===== config.mk =====
export PLATFORM = sky130hd
export DESIGN_NAME = crxf_top
export DESIGN_NICKNAME = d
export VERILOG_FILES = /design/src/rtl/crxf_pkg.sv /design/src/rtl/crxf_flag_bit.sv /design/src/rtl/crxf_top.sv
export VERILOG_INCLUDE_DIRS = /design/src /design/src/rtl
export SDC_FILE = /design/constraint.sdc
export NUM_CORES = 1
export LEC_CHECK = 0
export ABC_AREA = 1
export BUFFER_PORTS_ARGS = -buffer_cell sky130_fd_sc_hd__buf_2
export CELL_PAD_IN_SITES_DETAIL_PLACEMENT = 0
export CELL_PAD_IN_SITES_GLOBAL_PLACEMENT = 2
export CORE_MARGIN = 3
export CORE_UTILIZATION = 26
export DETAILED_ROUTE_END_ITERATION = 16
export PLACE_DENSITY = 0.79
export SLEW_MARGIN = 20
export SYNTH_ARGS = -nofsm -noshare
export SYNTH_HDL_FRONTEND = slang
export SYNTH_HIERARCHICAL = 1
export SYNTH_SLANG_ARGS = --single-unit

===== constraint.sdc =====
create_clock -name mclk_in -period 1.9 [get_ports mclk_in]
set_clock_uncertainty 0.2 [all_clocks]
set_input_delay 0.38 -clock mclk_in [delete_from_list [all_inputs] [get_ports mclk_in]]
set_output_delay 0.38 -clock mclk_in [all_outputs]
set_load 0.02 [all_outputs]

===== src/rtl/crxf_consts.svh =====
// Purpose: offsets, reset values and field positions of the receive flag block
// Assumes: 32-bit apb data, byte addresses
// Notes:   definitions only
`ifndef CRXF_CONSTS_SVH
`define CRXF_CONSTS_SVH

`define CRXF_OFS_DONE      12'h000
`define CRXF_OFS_REMOTE    12'h004
`define CRXF_OFS_OVERRUN   12'h008
`define CRXF_OFS_IRQ_EN    12'h00C
`define CRXF_OFS_RMW_CTRL  12'h010
`define CRXF_OFS_STATUS    12'h014
`define CRXF_OFS_IRQ_STAT  12'h018
`define CRXF_OFS_IRQ_CLR   12'h01C
`define CRXF_OFS_IRQ_ENA   12'h020

`define CRXF_FLAGS_RST     8'h00
`define CRXF_RMW_BIT       0
`define CRXF_EVT_DONE      0
`define CRXF_EVT_OVERRUN   1
`define CRXF_EVT_REMOTE    2
`define CRXF_EVT_BADADDR   3
`define CRXF_EVT_W         4
`define CRXF_EVT_RST       4'h0

`endif


===== src/rtl/crxf_pkg.sv =====
// Purpose: types of the receive flag block
// Assumes: nothing
// Notes:   offsets live in crxf_consts.svh
package crxf_pkg;
   typedef enum logic [1:0] {
      CRXF_IDLE,
      CRXF_ACCESS
   } crxf_apb_state_t;
endpackage


===== src/rtl/crxf_flag_bit.sv =====
// Purpose: one sticky flag with hardware set and software write-0 clear
// Assumes: set_in and clr_in are single-cycle strobes
// Notes:   set wins over clear; hw_clr_in clears unless set is present
`timescale 1ns/1ps
`default_nettype none
module crxf_flag_bit (
   input  wire logic mclk_in,
   input  wire logic rstn_in,
   input  wire logic set_in,
   input  wire logic clr_in,
   input  wire logic hw_clr_in,
   output var  logic flag_out
);
   logic flag_next;

   always_comb begin
      flag_next = flag_out;
      if (clr_in || hw_clr_in) begin
         flag_next = 1'b0;
      end
      if (set_in) begin
         flag_next = 1'b1;
      end
   end

   always_ff @(posedge mclk_in or negedge rstn_in) begin
      if (!rstn_in) begin
         flag_out <= 1'b0;
      end else begin
         flag_out <= flag_next;
      end
   end
endmodule
`default_nettype wire


===== src/rtl/crxf_top.sv =====
// Overview of operation
// - full reception into buffer x sets its receive-done bit
// - writing 0 clears a receive-done bit; writing 1 leaves it
// - reception completion beats a simultaneous software clear of receive-done
// - receive-done set with enable 1 raises the reception interrupt
// - read-modify-write reads of the three flag registers return all ones
// - remote frame into buffer x sets its remote-frame-seen bit
// - writing 0 clears a remote-frame-seen bit; writing 1 does nothing
// - remote frame arrival beats a simultaneous software clear
// - data frame into buffer x clears its remote-frame-seen bit
// - transmit completion on buffer x clears its remote-frame-seen bit
// - storing into a buffer whose receive-done is 1 sets overrun
// - writing 0 clears an overrun bit; writing 1 leaves it
// - overrun beats a simultaneous software clear of overrun
// - each enable bit gates the reception interrupt of its buffer
//
// Purpose: receive status flags of an eight-buffer can controller, apb slave
// Assumes: event inputs are one-cycle strobes synchronous to mclk_in
// Notes:   zero-wait apb slave; rmw read mode chosen by a control bit
//          0x00 receive done flags, write 0 to clear
//          0x04 remote frame seen flags, write 0 to clear
//          0x08 receive overrun flags, write 0 to clear
//          0x0C receive interrupt enables
//          0x10 bit 0 makes the three flag registers read as all ones
//          0x14 receive done and enable, read only
//          0x18 block event status: done, overrun, remote, bad address
//          0x1C block event clear, write 1 to clear
//          0x20 block event enables
//          unmapped accesses answer with pslverr and read zero
//
// Implementation choices: the APB slave port and the placing of the registers.
`timescale 1ns/1ps
`default_nettype none
`include "crxf_consts.svh"
module crxf_top #(
   parameter int NBUF = 8
) (
   input  wire logic            mclk_in,
   input  wire logic            rstn_in,
   input  wire logic            psel_in,
   input  wire logic            penable_in,
   input  wire logic            pwrite_in,
   input  wire logic [11:0]     paddr_in,
   input  wire logic [31:0]     pwdata_in,
   input  wire logic [3:0]      pstrb_in,
   output var  logic            pready_out,
   output var  logic [31:0]     prdata_out,
   output var  logic            pslverr_out,
   input  wire logic [NBUF-1:0] rx_store_in,
   input  wire logic [NBUF-1:0] rx_remote_in,
   input  wire logic [NBUF-1:0] tx_done_in,
   output var  logic            rx_irq_out,
   output var  logic            evt_irq_out
);
   logic [NBUF-1:0] done_flags;
   logic [NBUF-1:0] remote_flags;
   logic [NBUF-1:0] overrun_flags;
   logic [NBUF-1:0] done_clr;
   logic [NBUF-1:0] remote_clr;
   logic [NBUF-1:0] overrun_clr;
   logic [NBUF-1:0] overrun_set;
   logic [NBUF-1:0] remote_hw_clr;
   logic [NBUF-1:0] irq_en_reg;
   logic [NBUF-1:0] irq_en_next;
   logic            rmw_reg;
   logic            rmw_next;
   logic [`CRXF_EVT_W-1:0] evt_stat_reg;
   logic [`CRXF_EVT_W-1:0] evt_stat_next;
   logic [`CRXF_EVT_W-1:0] evt_en_reg;
   logic [`CRXF_EVT_W-1:0] evt_en_next;
   logic [`CRXF_EVT_W-1:0] evt_set;
   logic [`CRXF_EVT_W-1:0] evt_clr;
   crxf_pkg::crxf_apb_state_t state_reg;
   crxf_pkg::crxf_apb_state_t state_next;
   logic            pready_next;
   logic [31:0]     prdata_next;
   logic            pslverr_next;
   logic            rx_irq_next;
   logic            evt_irq_next;
   logic            wr_stb;
   logic            setup_ph;
   logic            addr_ok;
   logic [7:0]      wbyte;
   logic [31:0]     rdata_comb;
   logic            sel_done;
   logic            sel_remote;
   logic            sel_overrun;
   logic            sel_irq_en;
   logic            sel_rmw;
   logic            sel_irq_clr;
   logic            sel_irq_ena;

   // transfer taken in the access phase; answer registered at the setup edge
   assign wr_stb   = psel_in && penable_in && pwrite_in && pstrb_in[0];
   assign setup_ph = psel_in && !penable_in;
   assign wbyte    = pwdata_in[7:0];

   // one select per writable register
   assign sel_done    = paddr_in == `CRXF_OFS_DONE;
   assign sel_remote  = paddr_in == `CRXF_OFS_REMOTE;
   assign sel_overrun = paddr_in == `CRXF_OFS_OVERRUN;
   assign sel_irq_en  = paddr_in == `CRXF_OFS_IRQ_EN;
   assign sel_rmw     = paddr_in == `CRXF_OFS_RMW_CTRL;
   assign sel_irq_clr = paddr_in == `CRXF_OFS_IRQ_CLR;
   assign sel_irq_ena = paddr_in == `CRXF_OFS_IRQ_ENA;

   always_comb begin
      case (paddr_in)
         `CRXF_OFS_DONE, `CRXF_OFS_REMOTE, `CRXF_OFS_OVERRUN, `CRXF_OFS_IRQ_EN,
         `CRXF_OFS_RMW_CTRL, `CRXF_OFS_STATUS, `CRXF_OFS_IRQ_STAT,
         `CRXF_OFS_IRQ_CLR, `CRXF_OFS_IRQ_ENA: addr_ok = 1'b1;
         default: addr_ok = 1'b0;
      endcase
   end

   // software clears: a 0 in the written byte clears, a 1 leaves the bit
   always_comb begin
      done_clr    = '0;
      remote_clr  = '0;
      overrun_clr = '0;
      if (wr_stb && sel_done) begin
         done_clr = ~wbyte[NBUF-1:0];
      end
      if (wr_stb && sel_remote) begin
         remote_clr = ~wbyte[NBUF-1:0];
      end
      if (wr_stb && sel_overrun) begin
         overrun_clr = ~wbyte[NBUF-1:0];
      end
   end

   // overrun looks at the done flag before this edge, so a store into a
   // buffer still marked done is caught even when software clears it now
   always_comb begin
      overrun_set   = rx_store_in & done_flags;
      // a data frame is a store without remote; transmit end also clears
      remote_hw_clr = (rx_store_in & ~rx_remote_in) | tx_done_in;
   end

   genvar g;
   generate
      for (g = 0; g < NBUF; g++) begin : g_buf
         // set inputs beat clears inside the flag cell
         crxf_flag_bit u_done (
            .mclk_in   (mclk_in),
            .rstn_in   (rstn_in),
            .set_in    (rx_store_in[g]),
            .clr_in    (done_clr[g]),
            .hw_clr_in (1'b0),
            .flag_out  (done_flags[g])
         );
         crxf_flag_bit u_remote (
            .mclk_in   (mclk_in),
            .rstn_in   (rstn_in),
            .set_in    (rx_remote_in[g]),
            .clr_in    (remote_clr[g]),
            .hw_clr_in (remote_hw_clr[g]),
            .flag_out  (remote_flags[g])
         );
         // an overrun caught on the clearing edge still ends set
         crxf_flag_bit u_overrun (
            .mclk_in   (mclk_in),
            .rstn_in   (rstn_in),
            .set_in    (overrun_set[g]),
            .clr_in    (overrun_clr[g]),
            .hw_clr_in (1'b0),
            .flag_out  (overrun_flags[g])
         );
      end
   endgenerate

   // software control registers
   always_comb begin
      irq_en_next = irq_en_reg;
      rmw_next    = rmw_reg;
      if (wr_stb && sel_irq_en) begin
         irq_en_next = wbyte[NBUF-1:0];
      end
      if (wr_stb && sel_rmw) begin
         rmw_next = wbyte[`CRXF_RMW_BIT];
      end
   end

   always_ff @(posedge mclk_in or negedge rstn_in) begin
      if (!rstn_in) begin
         irq_en_reg <= `CRXF_FLAGS_RST;
         rmw_reg    <= 1'b0;
      end else begin
         irq_en_reg <= irq_en_next;
         rmw_reg    <= rmw_next;
      end
   end

   // block event status: sticky, write 1 to clear, a same-cycle event wins
   always_comb begin
      evt_en_next = evt_en_reg;
      evt_clr     = '0;
      evt_set     = '0;
      if (wr_stb && sel_irq_ena) begin
         evt_en_next = wbyte[`CRXF_EVT_W-1:0];
      end
      if (wr_stb && sel_irq_clr) begin
         evt_clr = wbyte[`CRXF_EVT_W-1:0];
      end
      evt_set[`CRXF_EVT_DONE]    = |rx_store_in;
      evt_set[`CRXF_EVT_OVERRUN] = |overrun_set;
      evt_set[`CRXF_EVT_REMOTE]  = |rx_remote_in;
      // an unmapped address is flagged in its access phase
      evt_set[`CRXF_EVT_BADADDR] = psel_in && penable_in && !addr_ok;
      evt_stat_next = (evt_stat_reg & ~evt_clr) | evt_set;
   end

   always_ff @(posedge mclk_in or negedge rstn_in) begin
      if (!rstn_in) begin
         evt_stat_reg <= `CRXF_EVT_RST;
         evt_en_reg   <= `CRXF_EVT_RST;
      end else begin
         evt_stat_reg <= evt_stat_next;
         evt_en_reg   <= evt_en_next;
      end
   end

   // apb answer: zero wait states, error on unmapped address
   always_comb begin
      state_next   = state_reg;
      pready_next  = 1'b0;
      prdata_next  = '0;
      pslverr_next = 1'b0;
      case (state_reg)
         crxf_pkg::CRXF_IDLE: begin
            if (psel_in && !penable_in) begin
               state_next  = crxf_pkg::CRXF_ACCESS;
               pready_next = 1'b1;
               pslverr_next = 1'b0;
            end
         end
         crxf_pkg::CRXF_ACCESS: begin
            state_next = (psel_in && !penable_in) ? crxf_pkg::CRXF_ACCESS
                                                  : crxf_pkg::CRXF_IDLE;
            pready_next = psel_in && !penable_in;
         end
         default: state_next = crxf_pkg::CRXF_IDLE;
      endcase
      // error and read data are taken at the setup edge, shown in the access cycle
      if (setup_ph) begin
         pslverr_next = !addr_ok;
         if (!pwrite_in) begin
            prdata_next = rdata_comb;
         end
      end
   end

   always_ff @(posedge mclk_in or negedge rstn_in) begin
      if (!rstn_in) begin
         state_reg   <= crxf_pkg::CRXF_IDLE;
         pready_out  <= 1'b0;
         prdata_out  <= '0;
         pslverr_out <= 1'b0;
      end else begin
         state_reg   <= state_next;
         pready_out  <= pready_next;
         prdata_out  <= prdata_next;
         pslverr_out <= pslverr_next;
      end
   end

   // read data is formed combinationally from the live state
   always_comb begin
      rdata_comb = '0;
      case (paddr_in)
         `CRXF_OFS_DONE:     rdata_comb[NBUF-1:0] = rmw_reg ? '1 : done_flags;
         `CRXF_OFS_REMOTE:   rdata_comb[NBUF-1:0] = rmw_reg ? '1 : remote_flags;
         `CRXF_OFS_OVERRUN:  rdata_comb[NBUF-1:0] = rmw_reg ? '1 : overrun_flags;
         `CRXF_OFS_IRQ_EN:   rdata_comb[NBUF-1:0] = irq_en_reg;
         `CRXF_OFS_RMW_CTRL: rdata_comb[`CRXF_RMW_BIT] = rmw_reg;
         `CRXF_OFS_STATUS:   rdata_comb[NBUF-1:0] = done_flags & irq_en_reg;
         `CRXF_OFS_IRQ_STAT: rdata_comb[`CRXF_EVT_W-1:0] = evt_stat_reg;
         `CRXF_OFS_IRQ_ENA:  rdata_comb[`CRXF_EVT_W-1:0] = evt_en_reg;
         default:            rdata_comb = '0;
      endcase
   end

   // flags as they will stand after this edge drive the interrupt, so the
   // line moves on the same edge as the flag and never lags a clear
   logic [NBUF-1:0] done_after;
   always_comb begin
      done_after   = (done_flags & ~done_clr) | rx_store_in;
      rx_irq_next  = |(done_after & irq_en_next);
      evt_irq_next = |(evt_stat_next & evt_en_next);
   end

   always_ff @(posedge mclk_in or negedge rstn_in) begin
      if (!rstn_in) begin
         rx_irq_out  <= 1'b0;
         evt_irq_out <= 1'b0;
      end else begin
         rx_irq_out  <= rx_irq_next;
         evt_irq_out <= evt_irq_next;
      end
   end
endmodule
`default_nettype wire

## Word level (Yosys, flattened, before mapping)

Index checks and enable logic that the tools add are counted.

| word-level totals | value |
|---|---|
| flip-flop bits (word level) | 79 |
| input bits | 77 |
| output and inout bits | 36 |
| word-level logic and storage cells | 181 |

| cells by class | value |
|---|---|
| equal/unequal tests | 10 |
| mux-type cells | 69 |
| bitwise gates (word level) | 14 |
| reductions and logical operators | 54 |

Operators by type and width:

| cell | number |
|---|---|
| 8-bit 2-to-1 mux | 9 |
| 1-bit 2-to-1 mux | 52 |
| 12-bit by 5-bit equality test with 1-bit output, second input constant | 4 |
| 2-bit nonzero test | 24 |
| 8-bit bitwise AND | 5 |
| 8-bit OR reduction | 4 |
| 12-bit by 4-bit equality test with 1-bit output, second input constant | 2 |
| 8-bit NOT | 3 |
| 3-bit one-hot mux with 7 select lines | 1 |
| 4-bit one-hot mux with 5 select lines | 1 |
| 8-bit OR | 2 |
| 12-bit by 3-bit equality test with 1-bit output, second input constant | 1 |
| 12-bit by 6-bit equality test with 1-bit output, second input constant | 1 |
| 1-bit logical AND | 12 |
| 12-bit zero test | 1 |
| 9-bit OR reduction | 1 |
| 4-bit bitwise AND | 2 |
| 1-bit logical OR | 8 |
| 4-bit 2-to-1 mux | 2 |
| 1-bit one-hot mux with 8 select lines | 1 |
| 4-bit NOT | 1 |
| 4-bit OR | 1 |
| 2-bit one-hot mux with 2 select lines | 1 |
| 4-bit OR reduction | 1 |
| 6 further kinds | 7 |

## Longest topological paths before layout

Gate-level depths: netlist of run 1.

| depth | value |
|---|---|
| word-level depth | 10 |
| gate-level depth with buffers | 12 |
| mapped depth without buffers | 11 |

## Cells and area by module

The synthesis of run 1 kept the hierarchy.

Modules (own cells, without submodules):

| module | times used | cells each | area an instance (µm²) | seq. area each (µm²) |
|---|---|---|---|---|
| crxf_top | 1 | 381 | 2406.1 | 725.7 |
| crxf_flag_bit | 24 | 5 | 40.0 | 25.0 |

## Worst setup path after synthesis of run 1

No wires, ideal clock.

| timing | value |
|---|---|
| kind | input-to-reg |
| start point | input paddr_in[11] |
| end point | register rx_irq_out |
| library setup time | 0.119 ns |
| arrival time | 1.391 ns |
| required time | 1.581 ns |
| slack | 0.190 ns |
| stages | 11 |
| path buffers | 1 |
| path through | nor2_1 > nand2_2 > nor2_8 > nand3_4 > buf_6 > nand2_1 > o21ai_2 > nand2_1 > nand2_1 > nor2_1 > nand2_1 |

| between the ends | value |
|---|---|
| elaborated cells between the ends (all ways) | 11 |
| those cells by class | eq/ne (1); mux (2); bitwise (4); reduce/logical (4) |

RTL lines:

| element | RTL line | text |
|---|---|---|
| start, declared | crxf_top.sv:43 | `input wire logic [11:0] paddr_in,` |
| 12-bit by 4-bit equality test with 1-bit output | -- |  |
| 1-bit logical AND | crxf_top.sv:176 | `if (wr_stb && sel_irq_en) begin` |
| 8-bit 2-to-1 mux | crxf_top.sv:176 |  |
| via irq_en_next[3] | crxf_top.sv:64 | `logic [NBUF-1:0] irq_en_next;` |
| 8-bit bitwise AND | crxf_top.sv:288 | `rx_irq_next = \|(done_after & irq_en_next);` |
| 8-bit OR reduction | crxf_top.sv:288 |  |
| via rx_irq_next | crxf_top.sv:78 | `logic rx_irq_next;` |
| end signal, assigned | crxf_top.sv:297 | `rx_irq_out <= rx_irq_next;` |
| end, declared | crxf_top.sv:52 | `output var logic rx_irq_out,` |

The timed path passes the listed nets, and every way through them passes these cells.
A chain may end at the register's enable or synchronous reset.

## Worst setup path after layout of run 1

| timing | value |
|---|---|
| start point | input paddr_in[7] |
| end point | register rx_irq_out |

The elaborated chain is that of the path after synthesis.

==> impl_metrics.tcl, run 1 <==
set metrics [dict create \
    first_pass_grt_wire_length_mm 17.23 \
    final_wl_mm 10.85 \
    yosysWarningCount 6 \
    grt_max_degree 26 \
    routability_cong 0.8290 \
    syn-mean-instance-area_um2 6.721 \
    required_arrival_time_at_the_worst_endpoint_ns 1.93 \
    die_height_um 119.8 \
    power.switching_fraction 0.2787 \
    tritoncts "done" \
    count_of_fill_cells_added_during_filler_insertion 1395 \
    crit-reg2reg-capture "evt_irq_out" \
    run_status "finished, final reports clean" \
    timing.final.setup_violations 0 \
    globalRouteTotalUtil 0.1544 \
    cap_violations 0 \
    via_count 3305 \
    multi_input_comb_area_um2 1689 \
    viasPerCell 4.152 \
    globalRoute.totalOverflow 0 \
    static-leakage-power_nw 2.553 \
    flow.area_growth_from_synthesis_pct 31.62 \
    n_antenna_cell 0 \
    drt_iter0_markers 224 \
    cp-end-kind "flip-flop" \
    design_area_um2 4432 \
    post-dp-hpwl_mm 8.561 \
    data_arrival_time_of_the_critical_path_ns 1.74 \
    period_needed_ns 1.710 \
    placement.io_buffers 61 \
    postCtsSetupRepairBufs 0 \
    internal_power_w 0.001861 \
    r2r_setup_slack_ns 0.37 \
    die_area_um2 14350 \
    numCtsBuffers 5 \
    seqCellArea_um2 1326 \
    timing_hold_violations_final 0 \
    remaining_drc_errors 0 \
    clock-root-buffer "clkbuf_16" \
    floorplan.initialDensity 0.2735 \
    ys_seq_area_frac 0.3939 \
    final_net_count 704 \
    clkPwrFrac 0.391 \
    synth-seq-cells 53 \
    rsz_0062_raised_after_global_routing "no" \
    ctsHtreeMaxLevel 2 \
    power.combinational.fraction 0.140 \
    worstHoldPathType "in2reg" \
    timing_worst_slew_pin_value_ns 0.5248 \
    synthesis.instances 501 \
    worstHoldStart "rx_store_in[2]" \
    period_utilization 0.9000 \
    power_frac_seq 0.469 \
    grt_antenna_before_repair 0 \
    net_sw_power_w 0.0007189 \
    worst_hold_path.endpoint "g_buf[2].u_done/flag_out" \
    rr_worst_depth 6 \
    cts.sinks 53 \
    fin_util 0.3600 \
    post_synth_num_cell_types 29 \
    timing_worst_setup_path_type "in2reg" \
    number_of_nets_with_antenna_violations_after_routing 0 \
    maxClockFrequency_mhz 584.8 \
    synth_area_um2 3367 \
    ios 113 \
    clkLatencyLatePin_ns 0.30 \
    die-width_um 119.8 \
    worstSetupStartpointType "input port" \
    power-per-cell-area_nw_per_um2 582.1 \
    drt-wirelength-per-cell_um 13.63 \
    timing.max_slew.rel_slack 0.6501 \
    dpl_cell_area_um2 4262 \
    drtPass1Iterations 4 \
    min_delay_path_depth 3 \
    path_clk_slew_ns 0.07 \
    rr_startpoint "g_buf[6].u_done/flag_out" \
    cts.path.max_buffers 2 \
    floorplan.core_area_um2 12310 \
    timing_max_transition_violations_final 0 \
    placement_rows 40 \
    path_max_fanout 14 \
    first_global_vias 3175 \
    worst_ir_drop_vdd_mv 0.3019 \
    drive_above_1_share 0.2134 \
]
## power groups by stage
stage          clock network (W)  logic (W)  registers (W)
4_1_cts                  0.00103   0.000365        0.00121
2_1_floorplan                  0   0.000223        0.00122
3_5_place_dp                   0   0.000362        0.00123
5_1_grt                  0.00107   0.000411        0.00122
3_3_place_gp                   0   0.000357        0.00123
6_report                 0.00101   0.000361        0.00121
## cell usage in the layout, fill, tap and decap left out, types with 3 or more instances in the layout
cell	synthesis	final
nor2_1	86	85
inv_1	73	73
buf_12	0	7
o21ai_0	12	12
o21bai_1	8	8
nand2_1	165	165
clkbuf_16	0	5
o211ai_1	7	7
a21oi_1	9	9
nand3_1	8	8
dfrtp_1	53	53
o22ai_1	4	4
conb_1	1	40
buf_2	1	61
o21ai_1	7	7
nor2_2	3	4
nand4_1	17	17
nand2_2	3	3
buf_4	26	42
## critical path, cell delays in order
cell and delay, ns:
buf_2 0.11, nor2_2 0.16, nand2_2 0.11, nor2_8 0.17, nand3_4 0.20, buf_4 0.20
o21ai_1 0.15, nand2_1 0.08, nand2_1 0.06, nor2_1 0.03, nand2_1 0.08
## metal layers
metal | track usage | part of all wire | vias to the layer above
met2 | 0.2309 | 0.44 | 81
met3 | 0.02168 | 0.047 | 6
met4 | 0.04510 | 0.013 | 0
met1 | 0.2307 | 0.50 | 1483
li1 | - | - | 1735
met5 | 0 | 0 | -
## worst max path at each step
stage,startpoint,end,slack [ns]
CTS,paddr_in[7],rx_irq_out,0.17
global placement,paddr_in[11],prdata_out[1],-0.16
detailed placement,paddr_in[11],rx_irq_out,-0.14
finish,paddr_in[7],rx_irq_out,0.19
floorplan,paddr_in[11],rx_irq_out,0.19
global route,paddr_in[1],rx_irq_out,0.003
## kinds of logic after synthesis
family,after synthesis,synth area share
AO/OA/AOI/OAI,49,0.08770
flip-flops,53,0.3939
AND/OR/NAND/NOR,293,0.3686
buffers and inverters,105,0.1486
other,1,0.001114
## per-stage QoR
| step | hold WS (ns) | power, W | setup slack [ns] | std cells | TNS, ns |
|---|---|---|---|---|---|
| finish | 0.09282 | 0.002580 | 0.1901 | 796 | 0 |
| global route | 0.09925 | 0.002701 | 0.002600 | 796 | 0 |
| CTS | 0.08807 | 0.002608 | 0.1653 | 796 | 0 |
| detailed placement | 0.1995 | 0.001594 | -0.1369 | 787 | -1.957 |
| global placement | 0.1970 | 0.001588 | -0.1569 | 787 | -2.069 |
| floorplan | -0.1156 | 0.001443 | 0.1899 | 540 | 0 |
## what timing repair did
| action | CTS | global route |
|---|---|---|
| endpoints found under the setup margin | 0 | 3 |
| resized for setup | 0 | 1 |
| hold endpoints to repair | 18 | 0 |
| hold buffers | 1 | 0 |
## synthesized netlist by cell type
master / count / area [um^2]
nand4_1: 17 / 106.4
nand2_1: 165 / 619.3
conb_1: 1 / 3.750
buf_2: 1 / 5.000
nor2_2: 3 / 18.77
o21ai_2: 2 / 17.52
nor2_4: 2 / 22.52
nand2_2: 3 / 18.77
nor4_1: 2 / 12.51
nor2_8: 1 / 20.02
and2_0: 1 / 6.260
buf_4: 26 / 195.2
o21ai_1: 7 / 35.03
nand3_4: 1 / 17.52
o211ai_1: 7 / 52.55
dfrtp_1: 53 / 1326
o21ai_0: 12 / 60.06
nor3_4: 1 / 16.27
nor2_1: 86 / 322.8
inv_1: 73 / 274.0
a21oi_1: 9 / 45.04
nand3_1: 8 / 40.04
clkbuf_1: 3 / 11.26
o22ai_1: 4 / 25.02
inv_2: 1 / 3.750
o21bai_1: 8 / 60.06
nand3_2: 1 / 10.01
nor3_1: 2 / 10.01
buf_6: 1 / 11.26
## cell type report
| type | count | area share |
|---|---|---|
| multi-input combinational | 382 | 0.3811 |
| clock buffer | 7 | 0.03444 |
| inverter | 74 | 0.06268 |
| clock inverter | 1 | 0.001129 |
| sequential | 53 | 0.2993 |
| timing repair buffer | 111 | 0.1739 |
| tap | 168 | 0.04743 |
(Power assumes the default switching activity.)
==> run 2: changes to the inputs <==
==> constraint.sdc (replaced) <==
create_clock -name mclk_in -period 1.9 [get_ports mclk_in]
set_clock_uncertainty 0.2 [all_clocks]
set_input_delay 0.19 -clock mclk_in [delete_from_list [all_inputs] [get_ports mclk_in]]
set_output_delay 0.19 -clock mclk_in [all_outputs]
set_load 0.02 [all_outputs]
==> run 2 against run 1 <==
Sequential power about the same. Clock power down 7%. Global-route usage down 0.28 points. Die area unchanged. Wire length down 2.2%. Critical endpoint is now evt_irq_out. Largest power group unchanged. Via count down 1.1%. Design area up 0.34%. Combinational power up 5%. First-iteration DRC count down 33%. Non-clock buffer count down 4. Total power down 1.8%.
==> impl_metrics.tcl, run 2 (synthesis results as in run 1) <==
set metrics [dict create \
    die_area_um2 14350 \
    multi_input_comb_area_um2 1702 \
    period_needed_ns 1.760 \
    worstHoldPathType "in2reg" \
    layout_common_cells "nand2_1, nor2_1, inv_1, buf_2, dfrtp_1" \
    drt_iter0_markers 151 \
    design_area_um2 4447 \
    cp-end-kind "flip-flop" \
    timing_worst_slew_pin_value_ns 0.5449 \
    seqCellArea_um2 1326 \
    floorplan.core_area_um2 12310 \
    timing_max_transition_violations_final 0 \
    grt_antenna_before_repair 0 \
    flow.area_growth_from_synthesis_pct 32.07 \
    drtPass1Iterations 4 \
    clock-root-buffer "clkbuf_16" \
    cts.sinks 53 \
    placement.io_buffers 61 \
    floorplan.initialDensity 0.2735 \
    fin_util 0.3612 \
    static-leakage-power_nw 2.512 \
    cap_violations 0 \
    timing.final.setup_violations 0 \
    number_of_nets_with_antenna_violations_after_routing 0 \
    via_count 3267 \
    final_wl_mm 10.61 \
    first_global_vias 3137 \
    placement_rows 40 \
    die_height_um 119.8 \
    mostFrequentLayoutCell "nand2_1" \
    path_clk_slew_ns 0.07 \
    min_delay_path_depth 5 \
    remaining_drc_errors 0 \
    run_status "finished, final reports clean" \
    routed-wl-met2_mm 4.816 \
    globalRouteTotalUtil 0.1516 \
    worstSetupStartpointType "input port" \
    cts.path.max_buffers 2 \
    rsz_0062_raised_after_global_routing "no" \
    detail_route.wirelength.met1_mm 5.266 \
    highest-signal-layer "met4" \
    timing_hold_violations_final 0 \
    first_pass_grt_wire_length_mm 17.09 \
    period_utilization 0.9262 \
    grt_max_degree 26 \
    timing_worst_setup_path_type "in2reg" \
    power-per-cell-area_nw_per_um2 569.8 \
    drive_above_1_share 0.1782 \
    ctsHtreeMaxLevel 2 \
    globalRoute.totalOverflow 0 \
    clkLatencyLatePin_ns 0.30 \
    final_net_count 700 \
    routed-wl-met3_um 429 \
    numCtsBuffers 5 \
    dpl_cell_area_um2 4089 \
    timing.max_slew.rel_slack 0.6367 \
    ios 113 \
    required_arrival_time_at_the_worst_endpoint_ns 1.89 \
    finalNonFillerCells 791 \
    worst_ir_drop_vdd_mv 0.2795 \
    data_arrival_time_of_the_critical_path_ns 1.75 \
    path_max_fanout 3 \
    post-dp-hpwl_mm 8.354 \
    maxClockFrequency_mhz 568.2 \
    post-place-cells 764 \
    routability_cong 0.8258 \
    die-width_um 119.8 \
    viasPerCell 4.130 \
    rr_worst_depth 6 \
    n_antenna_cell 0 \
    count_of_fill_cells_added_during_filler_insertion 1394 \
    tritoncts "done" \
    drt-wirelength-per-cell_um 13.42 \
]
-- run 2: changes by cell type in the layout (fill, tap and decap cells not counted) --
cell,previous run,this run
clkbuf_1,0,1
dlygate4sd3_1,1,20
buf_4,42,19
nor4_2,0,2
nor4_1,2,0
clkinv_2,1,0
clkbuf_8,2,1
-- run 2: path summary, 6_finish.rpt --
| path | from | endpoint | slack [ns] |
|---|---|---|---|
| setup reg to reg | g_buf[6].u_done/flag_out | evt_irq_out | 0.43 |
| hold reg to reg | g_buf[0].u_remote/flag_out | g_buf[0].u_remote/flag_out | 0.28 |
| max in group asynchronous | rstn_in | prdata_out[7] | 0.80 |
| hold / removal | tx_done_in[1] | g_buf[1].u_remote/flag_out | 0.02 |
| min in group asynchronous | rstn_in | evt_en_reg[1] | 0.20 |
| setup / recovery | rx_remote_in[5] | evt_irq_out | 0.14 |
-- run 2: area by class of cell --
| type | count | area share |
|---|---|---|
| clock buffers | 7 | 0.03208 |
| inverters | 74 | 0.06246 |
| multi-input cells | 382 | 0.3827 |
| flip-flops and latches | 53 | 0.2983 |
| well taps | 168 | 0.04727 |
| repair buffers | 107 | 0.1773 |
-- run 2: critical path, stage by stage --
cell           delay (ns)
dlygate4sd3_1        0.54
buf_2                0.14
nor4_2               0.26
buf_4                0.15
and2_0               0.14
nand2_1              0.08
nand2_1              0.07
nand2_1              0.05
nor2_1               0.08
nand2_1              0.05
-- run 2: through the flow --
step	TNS, ns	setup WS (ns)	power, W	hold WS [ns]
after CTS	0	0.1162	0.002553	0.01660
after global placement	-0.07979	-0.02242	0.001574	0.005868
after floorplan	0	0.3799	0.001443	-0.3056
after global routing	0	0.02445	0.002655	0.05004
after detailed placement	-0.03174	-0.01811	0.001581	0.01147
final	0	0.1401	0.002534	0.01946
-- run 2: power by group --
group / leakage (nW) / switching [W] / internal, W
clock: 0.0700 / 0.000424 / 0.000520
combinational: 1.80 / 0.000235 / 0.000145
sequential: 0.640 / 0.0000389 / 0.00117
total: 2.51 / 0.000698 / 0.00184
-- run 2: what timing repair did --
action                                  4_1_cts  5_1_grt
endpoints found under the setup margin        0        2
resized for setup                             0        3
setup buffers                                 0        0
hold buffers                                 20        0
hold endpoints to repair                     35        0
-- run 2: routing by layer --
layer,up-vias,GRT usage
met5,-,0
met4,0,0.03364
met3,8,0.02403
met2,72,0.2387
met1,1461,0.2191
li1,1726,-
